$ cat src/hw/t1pm_pkg.sv
// Constants, field layout and event carrier for the T1 status page
package t1pm_pkg;

  // ------------------------------------------------------------
  // Page and register offsets
  // ------------------------------------------------------------
  localparam logic [7:0] T1PM_PAGE            = 8'h04;
  localparam logic [4:0] T1PM_A_PRBS_ERR      = 5'h10;
  localparam logic [4:0] T1PM_A_PRBS_MF       = 5'h11;
  localparam logic [4:0] T1PM_A_ALARM         = 5'h12;
  localparam logic [4:0] T1PM_A_FRAMING_ERR   = 5'h13;
  localparam logic [4:0] T1PM_A_LOSS_REALIGN  = 5'h14;
  localparam logic [4:0] T1PM_A_MF_SYNC_LOSS  = 5'h15;
  localparam logic [4:0] T1PM_A_LINE_VIOL_HI  = 5'h16;
  localparam logic [4:0] T1PM_A_LINE_VIOL_LO  = 5'h17;
  localparam logic [4:0] T1PM_A_CRC_ERR_HI    = 5'h18;
  localparam logic [4:0] T1PM_A_CRC_ERR_LO    = 5'h19;
  localparam logic [4:0] T1PM_A_UNUSED        = 5'h1A;
  localparam logic [4:0] T1PM_A_IRQ0          = 5'h1B;
  localparam logic [4:0] T1PM_A_IRQ1          = 5'h1C;
  localparam logic [4:0] T1PM_A_IRQ2          = 5'h1D;
  localparam logic [4:0] T1PM_A_IRQ3          = 5'h1E;
  localparam logic [4:0] T1PM_A_OVERFLOW      = 5'h1F;

  // ------------------------------------------------------------
  // Overflow latch bit positions
  // ------------------------------------------------------------
  localparam int T1PM_OV_FRAMING   = 7;
  localparam int T1PM_OV_CRC       = 6;
  localparam int T1PM_OV_LOSS      = 5;
  localparam int T1PM_OV_REALIGN   = 4;
  localparam int T1PM_OV_LINE_VIOL = 3;
  localparam int T1PM_OV_PRBS      = 2;
  localparam int T1PM_OV_MF_LOSS   = 1;

  // Reset values
  localparam logic [7:0] T1PM_RST_BYTE = 8'h00;

  // ------------------------------------------------------------
  // One-cycle detection pulses from the receive framer
  // ------------------------------------------------------------
  typedef struct packed {
    logic prbs_err;      // Pattern error at the checker
    logic crc_mf;        // CRC multiframe received
    logic yellow_long;   // Yellow seen in 600 ms window
    logic yellow_short;  // Yellow seen in 48 ms window
    logic yellow_sec;    // S bit yellow, frame 12
    logic yellow_ext;    // Extended superframe yellow
    logic all_ones;      // Blue alarm
    logic density_viol;  // Pulse density violation
    logic lb_on_code;    // Loopback enable code
    logic lb_off_code;   // Loopback disable code
    logic ft_err;        // Ft framing bit error
    logic fs_err;        // Fs framing bit error
    logic ext_fbit_err;  // Extended superframe framing bit error
    logic frame_loss;    // Frame sync lost
    logic realign;       // Resync ended at new alignment
    logic mf_sync_loss;  // Multiframe with sync lost
    logic line_viol;     // Bipolar violation
    logic crc_err;       // CRC-6 error
  } t1pm_evt_s;

endpackage

$ cat src/hw/t1pm_status_page.sv
// Performance monitor status page: counters, sticky latches, bus slave
`timescale 1ns/1ps
`default_nettype none

// ------------------------------------------------------------
// Wrapping event counter with wrap pulse
// ------------------------------------------------------------
module t1pm_cnt #(
  parameter int W = 8
) (
  input  wire logic         i_clk,
  input  wire logic         i_rst_b,
  input  wire logic         i_inc,
  input  wire logic         i_clr,
  output logic [W-1:0]      o_val,
  output logic              o_wrap
);
  // Clear beats a count in the same cycle
  always_ff @(posedge i_clk or negedge i_rst_b) begin
    if (!i_rst_b) begin
      o_val <= '0;
    end else if (i_clr) begin
      o_val <= '0;
    end else if (i_inc) begin
      o_val <= o_val + {{(W-1){1'b0}}, 1'b1};
    end
  end

  // Wrap from all ones to zero
  always_comb begin
    o_wrap = i_inc && !i_clr && (&o_val);
  end
endmodule // t1pm_cnt

// ------------------------------------------------------------
// Status page top
// ------------------------------------------------------------
module t1pm_status_page
  import t1pm_pkg::*;
(
  // Clock and reset
  input  wire logic         i_clk,
  input  wire logic         i_rst_b,
  // Parallel register bus
  input  wire logic [7:0]   i_page,
  input  wire logic         i_cs_b,
  input  wire logic         i_rd_stb,
  input  wire logic         i_wr_stb,
  input  wire logic [4:0]   i_addr,
  input  wire logic [7:0]   i_wdata,
  output logic [7:0]        o_rdata,
  output logic              o_rdata_oe_b,
  // Framer events and modes
  input  wire t1pm_evt_s    i_evt,
  input  wire logic         i_in_sync,
  input  wire logic         i_ext_mode,
  input  wire logic         i_fs_watch,
  input  wire logic [31:0]  i_irq_set
);

  // ------------------------------------------------------------
  // Address decode
  // ------------------------------------------------------------
  logic       sel;
  logic       rd;
  logic       wr;
  logic       rd_alarm;
  logic       rd_overflow;
  logic       rd_viol_hi;
  logic       rd_viol_lo;
  logic       rd_crc_hi;
  logic       rd_crc_lo;
  logic [3:0] rd_irq;

  // Page and upper half of the five-bit space
  always_comb begin
    sel = !i_cs_b && (i_page == T1PM_PAGE) && i_addr[4];
    rd  = sel && i_rd_stb;
    wr  = sel && i_wr_stb;
  end

  // Per-register read strobes for read side effects
  always_comb begin
    rd_alarm    = rd && (i_addr == T1PM_A_ALARM);
    rd_overflow = rd && (i_addr == T1PM_A_OVERFLOW);
    rd_viol_hi  = rd && (i_addr == T1PM_A_LINE_VIOL_HI);
    rd_viol_lo  = rd && (i_addr == T1PM_A_LINE_VIOL_LO);
    rd_crc_hi   = rd && (i_addr == T1PM_A_CRC_ERR_HI);
    rd_crc_lo   = rd && (i_addr == T1PM_A_CRC_ERR_LO);
    rd_irq[0]   = rd && (i_addr == T1PM_A_IRQ0);
    rd_irq[1]   = rd && (i_addr == T1PM_A_IRQ1);
    rd_irq[2]   = rd && (i_addr == T1PM_A_IRQ2);
    rd_irq[3]   = rd && (i_addr == T1PM_A_IRQ3);
  end

  // ------------------------------------------------------------
  // Counters
  // ------------------------------------------------------------
  logic [7:0]  prbs_err_cnt;
  logic [7:0]  prbs_mf_cnt;
  logic [7:0]  framing_err_cnt;
  logic [3:0]  frame_loss_cnt;
  logic [3:0]  realign_cnt;
  logic [7:0]  mf_sync_loss_cnt;
  logic [15:0] line_violation_cnt;
  logic [15:0] crc_err_cnt;
  logic [7:0]  wraps;
  logic        wrap_prbs;
  logic        wrap_framing;
  logic        wrap_loss;
  logic        wrap_realign;
  logic        wrap_mf_loss;
  logic        wrap_line_viol;
  logic        wrap_crc;
  logic        prbs_wr;
  logic        fbit_err;

  always_comb begin
    prbs_wr = wr && (i_addr == T1PM_A_PRBS_ERR);
    // Framing bit source by format, gated by sync
    fbit_err = i_in_sync && (i_ext_mode ? i_evt.ext_fbit_err
             : (i_evt.ft_err || (i_fs_watch && i_evt.fs_err)));
  end

  // PRBS error count, host writable
  always_ff @(posedge i_clk or negedge i_rst_b) begin
    if (!i_rst_b) begin
      prbs_err_cnt <= T1PM_RST_BYTE;
    end else if (prbs_wr) begin
      prbs_err_cnt <= i_wdata;
    end else if (i_evt.prbs_err) begin
      prbs_err_cnt <= prbs_err_cnt + 8'h01;
    end
  end

  // Host load never counts as a wrap
  always_comb begin
    wrap_prbs = !prbs_wr && i_evt.prbs_err && (&prbs_err_cnt);
  end

  // Multiframe reference count
  t1pm_cnt #(.W(8)) u_prbs_mf (
    .i_clk   (i_clk),
    .i_rst_b (i_rst_b),
    .i_inc   (i_evt.crc_mf),
    .i_clr   (prbs_wr),
    .o_val   (prbs_mf_cnt),
    .o_wrap  ()
  );

  // Framing bit error count
  t1pm_cnt #(.W(8)) u_framing (
    .i_clk   (i_clk),
    .i_rst_b (i_rst_b),
    .i_inc   (fbit_err),
    .i_clr   (1'b0),
    .o_val   (framing_err_cnt),
    .o_wrap  (wrap_framing)
  );

  // Frame loss nibble
  t1pm_cnt #(.W(4)) u_loss (
    .i_clk   (i_clk),
    .i_rst_b (i_rst_b),
    .i_inc   (i_evt.frame_loss),
    .i_clr   (1'b0),
    .o_val   (frame_loss_cnt),
    .o_wrap  (wrap_loss)
  );

  // Alignment change nibble
  t1pm_cnt #(.W(4)) u_realign (
    .i_clk   (i_clk),
    .i_rst_b (i_rst_b),
    .i_inc   (i_evt.realign),
    .i_clr   (1'b0),
    .o_val   (realign_cnt),
    .o_wrap  (wrap_realign)
  );

  // Multiframe sync loss count
  t1pm_cnt #(.W(8)) u_mf_loss (
    .i_clk   (i_clk),
    .i_rst_b (i_rst_b),
    .i_inc   (i_evt.mf_sync_loss),
    .i_clr   (1'b0),
    .o_val   (mf_sync_loss_cnt),
    .o_wrap  (wrap_mf_loss)
  );

  // Bipolar violation count, sixteen bits
  t1pm_cnt #(.W(16)) u_line_viol (
    .i_clk   (i_clk),
    .i_rst_b (i_rst_b),
    .i_inc   (i_evt.line_viol),
    .i_clr   (1'b0),
    .o_val   (line_violation_cnt),
    .o_wrap  (wrap_line_viol)
  );

  // CRC-6 error count, sixteen bits
  t1pm_cnt #(.W(16)) u_crc (
    .i_clk   (i_clk),
    .i_rst_b (i_rst_b),
    .i_inc   (i_evt.crc_err),
    .i_clr   (1'b0),
    .o_val   (crc_err_cnt),
    .o_wrap  (wrap_crc)
  );

  // Overflow events in latch bit order; bit 0 has no counter
  always_comb begin
    wraps                    = 8'h00;
    wraps[T1PM_OV_FRAMING]   = wrap_framing;
    wraps[T1PM_OV_CRC]       = wrap_crc;
    wraps[T1PM_OV_LOSS]      = wrap_loss;
    wraps[T1PM_OV_REALIGN]   = wrap_realign;
    wraps[T1PM_OV_LINE_VIOL] = wrap_line_viol;
    wraps[T1PM_OV_PRBS]      = wrap_prbs;
    wraps[T1PM_OV_MF_LOSS]   = wrap_mf_loss;
  end

  // ------------------------------------------------------------
  // Sticky latches, cleared by read, set wins over clear
  // ------------------------------------------------------------
  logic [7:0]  alarm_report_latch;
  logic [7:0]  alarm_set;
  logic [31:0] irq_status;
  logic [7:0]  counter_overflow_latch;

  always_comb begin
    alarm_set = {i_evt.yellow_long,
                 i_evt.yellow_short,
                 i_evt.yellow_sec,
                 i_evt.yellow_ext,
                 i_evt.all_ones,
                 i_evt.density_viol,
                 i_evt.lb_on_code,
                 i_evt.lb_off_code};
  end

  // Alarm latch
  always_ff @(posedge i_clk or negedge i_rst_b) begin
    if (!i_rst_b) begin
      alarm_report_latch <= T1PM_RST_BYTE;
    end else begin
      alarm_report_latch <= (rd_alarm ? 8'h00
                            : alarm_report_latch) | alarm_set;
    end
  end

  // Interrupt words, byte k at offset IRQ0 plus k
  always_ff @(posedge i_clk or negedge i_rst_b) begin
    if (!i_rst_b) begin
      irq_status <= 32'h0000_0000;
    end else begin
      for (int k = 0; k < 4; k++) begin
        irq_status[8*k +: 8] <= (rd_irq[k] ? 8'h00
                                : irq_status[8*k +: 8]) | i_irq_set[8*k +: 8];
      end
    end
  end

  // Overflow latch
  always_ff @(posedge i_clk or negedge i_rst_b) begin
    if (!i_rst_b) begin
      counter_overflow_latch <= T1PM_RST_BYTE;
    end else begin
      counter_overflow_latch <= (rd_overflow ? 8'h00
                                : counter_overflow_latch) | wraps;
    end
  end

  // ------------------------------------------------------------
  // Coherent low bytes of the sixteen-bit counts
  // ------------------------------------------------------------
  logic [7:0] line_viol_lo_hold;
  logic [7:0] crc_lo_hold;
  logic       line_viol_held;
  logic       crc_held;

  // High byte read freezes the matching low byte
  always_ff @(posedge i_clk or negedge i_rst_b) begin
    if (!i_rst_b) begin
      line_viol_lo_hold <= T1PM_RST_BYTE;
      line_viol_held    <= 1'b0;
    end else if (rd_viol_hi) begin
      line_viol_lo_hold <= line_violation_cnt[7:0];
      line_viol_held    <= 1'b1;
    end else if (rd_viol_lo) begin
      line_viol_held    <= 1'b0;
    end
  end

  always_ff @(posedge i_clk or negedge i_rst_b) begin
    if (!i_rst_b) begin
      crc_lo_hold <= T1PM_RST_BYTE;
      crc_held    <= 1'b0;
    end else if (rd_crc_hi) begin
      crc_lo_hold <= crc_err_cnt[7:0];
      crc_held    <= 1'b1;
    end else if (rd_crc_lo) begin
      crc_held    <= 1'b0;
    end
  end

  // ------------------------------------------------------------
  // Read mux and registered read port
  // ------------------------------------------------------------
  logic [7:0] next_rdata;

  always_comb begin
    case (i_addr)
      T1PM_A_PRBS_ERR:     next_rdata = prbs_err_cnt;
      T1PM_A_PRBS_MF:      next_rdata = prbs_mf_cnt;
      T1PM_A_ALARM:        next_rdata = alarm_report_latch;
      T1PM_A_FRAMING_ERR:  next_rdata = framing_err_cnt;
      T1PM_A_LOSS_REALIGN: next_rdata = {frame_loss_cnt, realign_cnt};
      T1PM_A_MF_SYNC_LOSS: next_rdata = mf_sync_loss_cnt;
      T1PM_A_LINE_VIOL_HI: next_rdata = line_violation_cnt[15:8];
      T1PM_A_LINE_VIOL_LO: next_rdata = line_viol_held ? line_viol_lo_hold
                                        : line_violation_cnt[7:0];
      T1PM_A_CRC_ERR_HI:   next_rdata = crc_err_cnt[15:8];
      T1PM_A_CRC_ERR_LO:   next_rdata = crc_held ? crc_lo_hold : crc_err_cnt[7:0];
      T1PM_A_IRQ0:         next_rdata = irq_status[7:0];
      T1PM_A_IRQ1:         next_rdata = irq_status[15:8];
      T1PM_A_IRQ2:         next_rdata = irq_status[23:16];
      T1PM_A_IRQ3:         next_rdata = irq_status[31:24];
      T1PM_A_OVERFLOW:     next_rdata = counter_overflow_latch;
      default:             next_rdata = 8'h00;
    endcase
  end

  // Snapshot at the read strobe, held until the next read
  always_ff @(posedge i_clk or negedge i_rst_b) begin
    if (!i_rst_b) begin
      o_rdata <= T1PM_RST_BYTE;
    end else if (rd) begin
      o_rdata <= next_rdata;
    end
  end

  // Drive enable, low for one cycle after a read
  always_ff @(posedge i_clk or negedge i_rst_b) begin
    if (!i_rst_b) begin
      o_rdata_oe_b <= 1'b1;
    end else begin
      o_rdata_oe_b <= !rd;
    end
  end

endmodule // t1pm_status_page
`default_nettype wire

$ cat config.mk
export PLATFORM = sky130hd
export DESIGN_NAME = t1pm_status_page
export DESIGN_NICKNAME = d
export VERILOG_FILES = /design/src/hw/t1pm_pkg.sv /design/src/hw/t1pm_status_page.sv
export SDC_FILE = /design/constraint.sdc
export NUM_CORES = 1
export LEC_CHECK = 0
export BUFFER_PORTS_ARGS = -buffer_cell sky130_fd_sc_hd__buf_4
export CAP_MARGIN = 40
export CORE_MARGIN = 2
export CORE_UTILIZATION = 62
export DETAILED_ROUTE_END_ITERATION = 16
export GPL_TIMING_DRIVEN = 0
export PLACE_DENSITY_LB_ADDON = 0.3
export SLEW_MARGIN = 20
export SYNTH_ARGS = -nofsm -noshare
export SYNTH_HDL_FRONTEND = slang
export SYNTH_SLANG_ARGS = --single-unit
$ cat constraint.sdc
create_clock -name i_clk -period 3.1 [get_ports i_clk]
set_clock_uncertainty 0.05 [all_clocks]
set_input_delay 0.155 -clock i_clk [delete_from_list [all_inputs] [get_ports i_clk]]
set_output_delay 0.155 -clock i_clk [all_outputs]
set_load 0.1 [all_outputs]
## Word-level counts from Yosys, hierarchy flattened

Cells that the tools add are included.

- Register bits: 147
- Input port bits: 79
- Output and inout port bits: 9

- $add $sub $neg: 8
- Equality and inequality tests: 16
- Mux-type cells: 18
- Bitwise gates (word level): 6
- Reduce and logical (&&, ||, !) cells: 40

Operator list:

| cell | number |
|---|---|
| 8-bit case mux with 15 select lines | 1 |
| 8-bit 2-to-1 mux | 12 |
| 5-bit equality test, second input constant | 15 |
| 8-bit bitwise OR | 6 |
| 16-bit by 1-bit adder with 16-bit output, second input constant | 2 |
| 8-bit by 1-bit adder with 8-bit output, second input constant | 4 |
| 16-bit AND reduction | 2 |
| 1-bit logical AND | 25 |
| 8-bit AND reduction | 3 |
| 4-bit by 1-bit adder with 4-bit output, second input constant | 2 |
| 8-bit by 3-bit equality test with 1-bit output, second input constant | 1 |
| 4-bit AND reduction | 2 |
| 2-bit nonzero test | 4 |
| 1-bit 2-to-1 mux | 5 |
| 1-bit zero test | 3 |
| 1-bit logical OR | 1 |

## Logic depth before layout (Yosys ltp)

Gate-level depths: netlist (run 1).

- Word-level depth: 9
- Mapped depth: 9
- Depth with buffers taken out: 6

## Cells and area by module

From an unflattened synthesis (run 1), not the netlist that was laid out.

- Cell total of the unflattened synthesis: 729
- Area total of the unflattened synthesis: 7624.8 µm²

By module, submodules not included:

| module | times used | cells each | area each (µm²) | seq. area each (µm²) |
|---|---|---|---|---|
| t1pm_status_page | 1 | 414 | 4350.4 | 2053.2 |
| t1pm_cnt at u_crc ... | 2 | 81 | 803.3 | 400.4 |
| t1pm_cnt at u_framing ... | 3 | 39 | 404.1 | 200.2 |
| t1pm_cnt at u_loss ... | 2 | 18 | 227.7 | 100.1 |

## Worst setup path before layout (run 1)

No wires, ideal clock.

- Path kind: flip-flop to flip-flop
- From: register crc_held
- To: register o_rdata[7]
- Setup time: 129 ps
- Data arrival time: 1537 ps
- Slack: 1385 ps
- Stages on the path, launching flop included: 7
- Cell sequence: dfrtp_1 clkbuf_1 mux2_2 nand3_1 o2111ai_1 nor4_1 o21ai_0

- Word-level cells in the longest chain between the ends: 2

RTL lines:

| element | RTL line | text |
|---|---|---|
| start, declared | t1pm_status_page.sv:280 | `logic crc_held;` |
| start signal, assigned | t1pm_status_page.sv:298 | `crc_held <= 1'b0;` |
| start signal, assigned | t1pm_status_page.sv:301 | `crc_held <= 1'b1;` |
| start signal, assigned | t1pm_status_page.sv:303 | `crc_held <= 1'b0;` |
| 8-bit 2-to-1 mux | t1pm_status_page.sv:324 | `T1PM_A_CRC_ERR_LO: next_rdata = crc_held ? crc_lo_hold : crc_err_cnt[7:0];` |
| 8-bit case mux with 15 select lines | t1pm_status_page.sv:313 | `case (i_addr)` |
| end signal, assigned | t1pm_status_page.sv:339 | `o_rdata <= next_rdata;` |
| end, declared | t1pm_status_page.sv:51 | `output logic [7:0] o_rdata,` |

Every way passes these cells.
A chain may end at the register's enable or synchronous reset.

## Final worst setup path (run 1)

- From: input i_addr[1]
- To: register prbs_err_cnt[1]

- Word-level cells in the longest chain between the ends: 3
- Elaborated cells between the ends (all ways): 4
- Those cells by class: eq/ne (1); mux (1); reduce/logical (2)

RTL lines:

| element | RTL line | text |
|---|---|---|
| start, declared | t1pm_status_page.sv:49 | `input wire logic [4:0] i_addr,` |
| 5-bit equality test (*) | t1pm_status_page.sv:119 | `prbs_wr = wr && (i_addr == T1PM_A_PRBS_ERR);` |
| 1-bit logical AND (*) | t1pm_status_page.sv:119 |  |
| 8-bit 2-to-1 mux or 2-bit nonzero test (tied branches) | - |  |
| end signal, assigned | t1pm_status_page.sv:130 | `prbs_err_cnt <= i_wdata;` |
| end signal, assigned | t1pm_status_page.sv:132 | `prbs_err_cnt <= prbs_err_cnt + 8'h01;` |
| end, declared | t1pm_status_page.sv:99 | `logic [7:0] prbs_err_cnt;` |

Mark *: on every way between the ends. The rest lies on a longest branch, timed or not.

==> flow_summary_export.csv, run 1 <==
group,metric,value,unit
clock_tree,htree_levels,4,
global_route,grt_max_degree,87,
synthesis,synth_top_flop_cell,"dfrtp_1",
global_route,grt_pass1_vias,6062,
worst_setup_path,setup.worst_path.start_class,"primary input",
route,wl,21400,um
worst_hold_path,worst_hold_path_type,"primary input to flop",
placement,numPlacedInstances,843,
route,drc_errors,0,
cells_and_area,finalInstanceArea,8980,um2
route,ant_nets,0,
clock_tree,cts_tree,"built",
job,max-cap-violations,0,
die,rows,38,
synthesis,synth_edf_count,0,
synthesis,synth_area,6920,um2
cells_and_area,syn2layout_area_growth,29.8,%
synthesis,synthTopCellsByArea,"dfrtp_1 52%, xnor2_1 4.7%, a21o_1 4.3%",
placement,hpwlAfterDp,14300,um
cells_and_area,drive_gt1_share,20.5,%
synthesis,synth-seq-area-share,52.8,%
global_route,grt_antenna_before_repair,0,
pwr,power_per_cell_area,655,nW/um2
route,drt-initial-drc-count,644,
die,core-area,10800,um2
worst_setup_path,reg2reg_depth,6,
clock_tree,postCtsSetupRepairBufs,0,
synthesis,synth_cells,617,
cells_and_area,layout_commonest_cell,"dfrtp_1",
worst_hold_path,hold-path-cell-count,4,
timing,slew_headroom,52.7,%
worst_setup_path,crit_arrival,2.85,ns
cells_and_area,antenna-diode-count,0,
outcome,status,"finished, final reports clean",
timing,fmax,414,MHz
synthesis,synth_top_area_cell,"dfrtp_1",
worst_setup_path,crit_type,"primary input to flop",
pwr,peakVddDrop,558,uV
die,io_pins,88,
die,die_w,110,um
route,vias,6034,
global_route,grt_usage,37.8,%
timing,timing.hold.ws,0.0210,ns
placement,placed_cell_area,7760,um2
clock_tree,clock_latency,0.55,ns
route,viasPerCell,6.44,
synthesis,yosys_warnings,0,
global_route,overflow,0,
timing,worstMarginPinSlew,0.702,ns
cells_and_area,final_cell_mix,"145 x dfrtp_1, 84 x buf_4, 62 x dlygate4sd3_1, 56 x nand2_1, 43 x nand3_1",
worst_setup_path,worst-path-max-fanout,10,
synthesis,avgSynthCellArea,11.2,um2
timing,rsz0062_at_grt,"false",
worst_setup_path,critPathRequiredTime,3.53,ns
placement,place.gp.congestion,0.992,
die,die_area,12000,um2
synthesis,ys_seq_elements,146,
route,dr.pass1.iters,6,
synthesis,synth_nets,704,
synthesis,async_flop_share,100,%
synthesis,yosysTopAreaCellShare,52.5,%
timing,slew_violations,0,
die,initial_core_util,63.8,%
pwr,p_leak,3.87,nW
timing,fin_crit,2.42,ns
die,chipHeight,110,um
cells_and_area,nets,871,
cells_and_area,fin_cells,937,
timing,finalSetupTns,0,ns
clock_tree,cts_sinks,146,
placement,io_buffers,85,
worst_setup_path,worstSetupEndpointType,"flop",
global_route,grt_pass1_wl,32800,um
timing,min_period_over_period,77.9,%
route,wire_per_inst,22.9,um
synthesis,ys_types,59,
timing,hold_viol,0,
clock_tree,cts.clk_slew.worst_paths,0.06,ns
clock_tree,clk_path_buf_depth,2,
clock_tree,numCtsBuffers,17,
timing,setup_viol,0,
clock_tree,cts_root_buffer,"clkbuf_8",
[worst paths after layout]
path	start	slack, ns	end
worst max-delay path	i_addr[1]	0.68	prbs_err_cnt[1]
worst min-delay path	i_addr[3]	0.02	o_rdata[3]
worst max register to register	crc_held	1.00	o_rdata[7]
worst min register to register	alarm_report_latch[4]	0.43	alarm_report_latch[4]
max in group asynchronous	i_rst_b	2.14	irq_status[25]
min in group asynchronous	i_rst_b	0.07	prbs_err_cnt[4]
[cell usage after synthesis (2+ instances only)]
cell type / number
o21ai_0: 18
nand2b_1: 2
a32oi_1: 3
mux2_1: 4
a211o_1: 4
nor2_1: 24
dfrtp_1: 145
o21ai_1: 2
and2_1: 5
buf_6: 2
nand3_1: 43
nor3_1: 3
a2bb2oi_1: 5
a2111o_1: 2
mux2_2: 22
inv_1: 5
ha_1: 8
a22oi_1: 7
a41oi_1: 5
nor4_1: 4
nor2b_1: 4
and2_0: 3
xor2_1: 27
and3b_1: 2
nand4_1: 28
o2111ai_1: 2
a22o_1: 5
a31oi_1: 5
buf_2: 13
a21o_1: 40
clkbuf_1: 12
mux2i_1: 17
a32o_1: 10
and3_1: 17
and4_1: 4
xnor2_1: 37
nand2_1: 56
[state kept, by name, indices dropped and copies added (netlist names)]
register and flops:
u_framing.o_val 8, o_rdata 8, irq_status 32, u_line_viol.o_val 16, o_rdata_oe_b 1, prbs_err_cnt 8
line_viol_held 1, u_loss.o_val 4, crc_lo_hold 8, u_crc.o_val 16, u_realign.o_val 4, u_mf_loss.o_val 8
line_viol_lo_hold 8, crc_held 1, u_prbs_mf.o_val 8, alarm_report_latch 8, counter_overflow_latch 7
[worst max-delay path, cell delays in order]
cell and delay [ns]:
dlygate4sd3_1 0.54, buf_4 0.16, nor3b_1 0.29, and2_1 0.16
buf_2 0.18, and3_1 0.16, buf_2 0.18, buf_2 0.23
nand2_1 0.11, o21ai_0 0.09, dlygate4sd3_1 0.60
[repair_timing]
action,CTS,global route
hold buffers,62,0
hold endpoints to repair,229,0
resized for setup,0,0
[routing by layer]
metal  global-route usage [%]  share of wire, %
met4                     16.9               4.1
met5                        0                 0
met1                     48.1                39
met2                     62.1                49
met3                     8.42               8.5
[stage by stage]
step	util, %	power (W)	worst slack (ns)
3_3_place_gp	71.3	0.00357	0.963
2_1_floorplan	-	0.00322	1.38
6_report	82.8	0.00588	0.684
3_5_place_dp	71.6	0.00367	0.923
5_1_grt	82.8	0.00611	0.541
4_1_cts	82.8	0.00584	0.847
[area by class of cell]
cell class | count | area [um2]
Clock buffer | 22 | 463
Timing Repair Buffer | 148 | 1290
Fill cell | 598 | 1860
Inverter | 6 | 22.5
Multi-Input combinational cell | 437 | 3100
Tap cell | 140 | 175
Buffer | 28 | 138
Clock inverter | 10 | 131
Sequential cell | 146 | 3650
[power breakdown]
part,switching [W],total [W],internal [W]
Combinational,0.000483,0.00105,0.000564
Sequential,0.000500,0.00274,0.00224
Clock,0.000804,0.00209,0.00129
Total,0.00179,0.00588,0.00409
[cell families (layout without fill, tap and decap cells)]
| family | Yosys count | count (layout) | share of synthesized area (%) |
|---|---|---|---|
| compound gates | 119 | 119 | 13.2 |
| xor+xnor | 64 | 64 | 8.10 |
| fa+ha+maj | 8 | 8 | 1.45 |
| buf+inv | 34 | 214 | 2.32 |
| flops | 146 | 146 | 52.8 |
| mux | 44 | 44 | 7.02 |
| simple gates | 202 | 202 | 15.1 |
Power figures use the tool's default switching activity.
==> inputs of run 2 (changes only) <==
- ABC_AREA: not set -> 1
- CORE_UTILIZATION: 62 -> 53
- clock period: 3.1 -> 2.2 ns (I/O delays scaled with it)
==> run 2 against run 1 <==
Sequential share of layout area is 3.9 points lower. Largest power group unchanged. First-iteration DRC count up 8.7%. Largest cell class unchanged. Non-clock buffer count fell by 9. Combinational power increased by 53%. Via count increased by 19%. Final cell count grew 46%. Critical path depth down 3. Synthesized area is 13% higher. Wire length down 3.4%. Clock power is 41% higher. Setup slack worse by 0.55 ns. Global-route usage shrank 10 points.
==> flow_summary_export.csv, run 2 <==
group,metric,value,unit
die,chipHeight,125,um
worst_setup_path,critPathRequiredTime,2.51,ns
route,viasPerCell,5.27,
global_route,grt_pass1_wl,34300,um
worst_setup_path,crit_arrival,2.38,ns
synthesis,synth_area,7810,um2
synthesis,ys_seq_elements,146,
pwr,peakVddDrop,754,uV
global_route,overflow,0,
pwr,power_per_cell_area,832,nW/um2
cells_and_area,largestRegisters,"irq_status: 32 flops, u_crc.o_val: 16 flops, u_line_viol.o_val: 16 flops",
clock_tree,clock_latency,0.43,ns
worst_setup_path,rr_endpoint,"prbs_err_cnt[6]",
worst_hold_path,min_to,"u_framing.o_val[2]",
cells_and_area,finalInstanceArea,9940,um2
die,die_w,125,um
clock_tree,numCtsBuffers,17,
pwr,power.internal,0.00566,W
synthesis,async_flop_share,100,%
route,dr.pass1.iters,6,
clock_tree,cts.clk_slew.worst_paths,0.06,ns
global_route,grt_usage,27.5,%
route,vias,7200,
synthesis,synth_top_flop_cell,"dfrtp_1",
pwr,p_seq_share,44.9,%
synthesis,synth_nets,1090,
worst_setup_path,reg2reg_depth,7,
cells_and_area,drive_gt1_share,14.5,%
die,rows,44,
worst_setup_path,crit_buf_inv,4,
synthesis,yosysMostFrequentCell,"nand2_1",
timing,finalSetupTns,0,ns
timing,min_period_over_period,93.7,%
cells_and_area,antenna-diode-count,0,
pwr,p_clk_share,35.7,%
worst_hold_path,worst_hold_path_type,"primary input to flop",
global_route,grt_pass1_vias,7174,
cells_and_area,regMostFlops,"irq_status",
global_route,grt_antenna_before_repair,0,
placement,io_buffers,85,
timing,fin_crit,2.06,ns
timing,slew_violations,0,
timing,hold_viol,0,
synthesis,synthTopCellsByCount,"280 x nand2_1, 157 x inv_1, 145 x dfrtp_1",
cells_and_area,largest_reg_flops,32,
worst_hold_path,hold-path-cell-count,5,
route,wl,20700,um
cells_and_area,layout_commonest_cell,"nand2_1",
synthesis,synthTopCellsByArea,"dfrtp_1 46%, nand2_1 13%, inv_1 7.5%",
clock_tree,cts_tree,"built",
worst_setup_path,worstSetupEndpointType,"flop",
synthesis,avgSynthCellArea,7.79,um2
cells_and_area,final_cell_mix,"280 x nand2_1, 157 x inv_1, 145 x dfrtp_1, 94 x nor2_1, 87 x buf_4",
cells_and_area,syn2layout_area_growth,27.3,%
clock_tree,htree_levels,4,
timing,worstMarginPinSlew,0.559,ns
synthesis,ys_types,31,
worst_setup_path,crit_type,"primary input to flop",
die,io_pins,88,
clock_tree,postCtsSetupRepairBufs,0,
synthesis,synth_cells,1003,
worst_setup_path,worst-path-max-fanout,8,
worst_setup_path,worstPathCellList,"buf_4 -> inv_1 -> nand3_1 -> nor2_2 -> nand4_1 -> dlygate4sd3_1 -> nand3_1 -> dlygate4sd3_1",
worst_setup_path,max_stage_delay,0.58,ns
outcome,status,"finished, final reports clean",
clock_tree,clk_path_buf_depth,2,
synthesis,synth_top_area_cell,"dfrtp_1",
clock_tree,cts_sinks,146,
cells_and_area,nets,1257,
placement,placed_cell_area,8710,um2
timing,fmax,485,MHz
die,die_area,15700,um2
die,core-area,14500,um2
die,initial_core_util,53.9,%
synthesis,synth_edf_count,0,
pwr,combinationalPowerShare,19.4,%
pwr,swShare,31.7,%
timing,rsz0062_at_grt,"false",
route,wire_per_inst,15.1,um
pwr,p_leak,5.45,nW
worst_setup_path,r2r_slack,0.20,ns
timing,setup_viol,0,
synthesis,yosys_warnings,0,
worst_setup_path,critPathTopFamily,"buffers and inverters",
worst_setup_path,slowest_stage,"dlygate4sd3_1",
placement,place.gp.congestion,0.871,
synthesis,synth-seq-area-share,46.8,%
global_route,grt_max_degree,78,
clock_tree,cts_root_buffer,"clkbuf_16",
route,ant_nets,0,
route,drc_errors,0,
pwr,power_switching,0.00262,W
timing,slew_headroom,62.7,%
synthesis,yosysTopAreaCellShare,46.5,%
route,drt-initial-drc-count,700,
worst_setup_path,r2r-start,"prbs_err_cnt[1]",
worst_setup_path,setup.worst_path.start_class,"primary input",
placement,hpwlAfterDp,14000,um
worst_setup_path,startpoint,"i_addr[1]",
worst_hold_path,hp-start,"i_evt[6]",
job,max-cap-violations,0,
## run 2: cell count changes after synthesis, moves of 18 or more
cell      delta
nand2_1    +224
inv_1      +152
nor2_1      +71
o21bai_1    +41
a21o_1      -40
nand3_1     +35
xnor2_1     -25
mux2_2      -19
nor3_1      +18
## run 2: routing by layer
layer | share of wire (%) | GRT usage [%] | vias up
met5 | 0 | 0 | -
met4 | 2.8 | 10.5 | 0
met3 | 7.4 | 6.80 | 52
met2 | 48 | 45.5 | 282
met1 | 41 | 35.1 | 3385
li1 | - | - | 3481
## run 2: logic make-up after synthesis
group / Yosys count / share of synthesized area [%]
simple gates: 546 / 30.9
buf+inv: 182 / 9.11
flops: 146 / 46.8
compound gates: 65 / 5.48
xor+xnor: 52 / 5.83
fa+ha+maj: 8 / 1.28
mux: 4 / 0.561
## run 2: metrics by stage
stage	util, %	instances	setup slack, ns	hold slack (ns)	power, W
floorplan	-	1003	0.705	-0.236	0.00466
global placement	59.9	1272	0.285	0.256	0.00513
detailed placement	60.2	1273	0.443	0.0507	0.00522
CTS	68.7	1368	0.0882	0.0300	0.00829
global route	68.7	1367	0.0244	0.0599	0.00873
finish	68.7	1367	0.138	0.0361	0.00828
## run 2: worst max-delay path by stage
| stage | end | slack [ns] | cells after the start |
|---|---|---|---|
| floorplan | u_crc.o_val[14] | 0.71 | 8 |
| global placement | u_framing.o_val[3] | 0.29 | 1 |
| detailed placement | u_crc.o_val[14] | 0.44 | 8 |
| CTS | prbs_err_cnt[7] | 0.09 | 8 |
| global route | prbs_err_cnt[7] | 0.02 | 8 |
| finish | prbs_err_cnt[7] | 0.14 | 8 |
## run 2: power groups by stage
stage	Clock [W]	Combinational, W	Sequential, W
global placement	0	0.00141	0.00372
global route	0.00309	0.00185	0.00378
detailed placement	0	0.00148	0.00374
finish	0.00295	0.00161	0.00372
CTS	0.00297	0.00161	0.00370
floorplan	0	0.00105	0.00360
## run 2: area by class of cell
| cell class | count | area [um2] |
|---|---|---|
| timing repair buffer | 149 | 1300 |
| inverter | 163 | 612 |
| fill | 1158 | 4530 |
| multi-input combinational | 675 | 3450 |
| sequential | 146 | 3650 |
| clock buffer | 19 | 453 |
| clock inverter | 13 | 149 |
| buffer | 18 | 95.1 |
| tap | 184 | 230 |
## run 2: tightest hold or removal path: cells and delay by family
| kind | cells | cell delay, ns |
|---|---|---|
| XOR/XNOR | 1 | 0.06 |
| buffers and inverters | 1 | 0.11 |
| AND/OR/NAND/NOR | 3 | 0.19 |
## run 2: timing repair
action,in CTS,in global routing
endpoints found under the setup margin,0,1
resized for setup,0,1
hold endpoints to repair,140,0
hold buffers,63,0
==> inputs of run 3 (changes only) <==
- GPL_TIMING_DRIVEN: 0 -> 1
- SLEW_MARGIN: 20 -> 0
==> run 3 against run 2 <==
Wire length fell by 2.2%. Sequential share of layout area increased by 0.19 points. Via count fell by 2.1%. Clock power is 5% lower. Clock-buffer cell count is 1 lower. Power fell by 1.9%. Critical path depth is 1 lower. First-iteration DRC count fell by 8.7%. Worst hold slack worse by 0.014 ns. Utilization is 0.35 points lower. Sequential power about the same. Setup slack improved by 0.065 ns.
==> flow_summary_export.csv, run 3 (synthesized netlist as in run 2, its figures left out) <==
group,metric,value,unit
cells_and_area,antenna-diode-count,0,
global_route,grt_util_met2,43.4,%
global_route,grt_usage,27.0,%
route,viasPerCell,5.18,
clock_tree,cts.clk_slew.worst_paths,0.06,ns
placement,placed_cell_area,8700,um2
pwr,peakVddDrop,641,uV
worst_setup_path,crit_arrival,2.31,ns
timing,timing.hold.ws,0.0220,ns
global_route,grt_antenna_before_repair,0,
worst_setup_path,r2r_slack,0.20,ns
worst_setup_path,worstSetupEndpointType,"flop",
global_route,busiest_layer,"met2",
clock_tree,cts_tree,"built",
die,die_area,15700,um2
route,ant_nets,0,
worst_setup_path,setup.worst_path.start_class,"flop",
cells_and_area,regMostFlops,"irq_status",
die,chipHeight,125,um
cells_and_area,finalInstanceArea,9890,um2
die,initial_core_util,53.9,%
global_route,grt_pass1_vias,6819,
global_route,grt_use_met1,36.6,%
global_route,overflow,0,
cells_and_area,largestRegisters,"irq_status: 32 flops, u_crc.o_val: 16 flops, u_line_viol.o_val: 16 flops",
timing,fmax,501,MHz
die,core-area,14500,um2
cells_and_area,syn2layout_area_growth,26.7,%
pwr,total_power,0.00812,W
route,drc_errors,0,
placement,place.gp.congestion,0.907,
placement,post-place-ws,0.456,ns
timing,fin_crit,2.00,ns
timing,slew_violations,0,
clock_tree,cts_sinks,146,
timing,hold_viol,0,
clock_tree,htree_levels,4,
route,wire_per_inst,14.9,um
timing,setup_viol,0,
worst_setup_path,crit_type,"flop to flop",
timing,min_period_over_period,90.8,%
placement,hpwlAfterDp,14000,um
outcome,status,"finished, final reports clean",
job,max-cap-violations,0,
worst_setup_path,critPathRequiredTime,2.52,ns
placement,io_buffers,87,
timing,layout_setup_ws,0.203,ns
route,wl,20200,um
clock_tree,postCtsSetupRepairBufs,0,
cells_and_area,nets,1252,
global_route,grt_pass1_wl,33800,um
clock_tree,numCtsBuffers,17,
cells_and_area,largest_reg_flops,32,
die,rows,44,
clock_tree,clock_latency,0.43,ns
route,drt-initial-drc-count,639,
worst_setup_path,worst-path-max-fanout,4,
clock_tree,clk_path_buf_depth,2,
timing,slew_headroom,61.6,%
cells_and_area,layout_commonest_cell,"nand2_1",
route,dr.pass1.iters,5,
timing,rsz0062_at_grt,"false",
die,die_w,125,um
cells_and_area,final_cell_mix,"280 x nand2_1, 157 x inv_1, 145 x dfrtp_1, 97 x buf_4, 94 x nor2_1",
cells_and_area,drive_gt1_share,14.2,%
die,io_pins,88,
global_route,grt_max_degree,62,
pwr,power_per_cell_area,821,nW/um2
pwr,p_leak,5.41,nW
global_route,use_met3,5.99,%
worst_hold_path,worst_hold_path_type,"primary input to flop",
route,vias,7050,
timing,worstMarginPinSlew,0.576,ns
timing,finalSetupTns,0,ns
clock_tree,cts_root_buffer,"clkbuf_16",
[run 3: area by class of cell]
cell class              count  area, um2
fillers                  1171       4580
flip-flops and latches    146       3650
multi-input cells         675       3450
repair buffers            162       1390
inverters                 163        612
clock buffers              18        429
well taps                 184        230
clock inverters            14        131
[run 3: final timing paths]
path                                 start                         to  cells after the start
setup / recovery           prbs_err_cnt[0]            prbs_err_cnt[6]                      7
hold / removal                   i_evt[17]  counter_overflow_latch[2]                      3
setup reg to reg           prbs_err_cnt[0]            prbs_err_cnt[6]                      7
hold reg to reg             crc_lo_hold[3]             crc_lo_hold[3]                      2
max in group asynchronous          i_rst_b      u_line_viol.o_val[13]                      3
min in group asynchronous          i_rst_b             u_crc.o_val[2]                      2
[run 3: worst max-delay path, cell delays in order, from the launching register on]
cell	delay, ns
dfrtp_1	0.40
ha_1	0.20
nand2_1	0.08
nor3_1	0.29
xor2_1	0.18
nand3_1	0.10
nand3_1	0.09
dlygate4sd3_1	0.55
[run 3: metal layers]
layer / part of all wire (%) / wire length [um]
met4: 2.5 / 499
met3: 5.8 / 1180
met1: 45 / 9020
met5: 0 / 0
met2: 47 / 9550
[run 3: where the power goes]
part	switching (W)	leakage, nW	total [W]	internal, W
sequential	0.000582	1.65	0.00373	0.00315
clock	0.00122	0.264	0.00279	0.00157
combinational	0.000845	3.49	0.00161	0.000763
[run 3: metrics by stage]
step           util [%]  std cells
4_1_cts            68.3       1362
6_report           68.3       1362
3_3_place_gp       60.1       1267
2_1_floorplan         -       1003
5_1_grt            68.3       1362
3_5_place_dp       60.1       1267
[run 3: repair_timing]
action,in CTS,in global routing
resized for setup,0,1
endpoints found under the hold margin,126,0
hold buffers,63,0
setup endpoints to repair,0,1
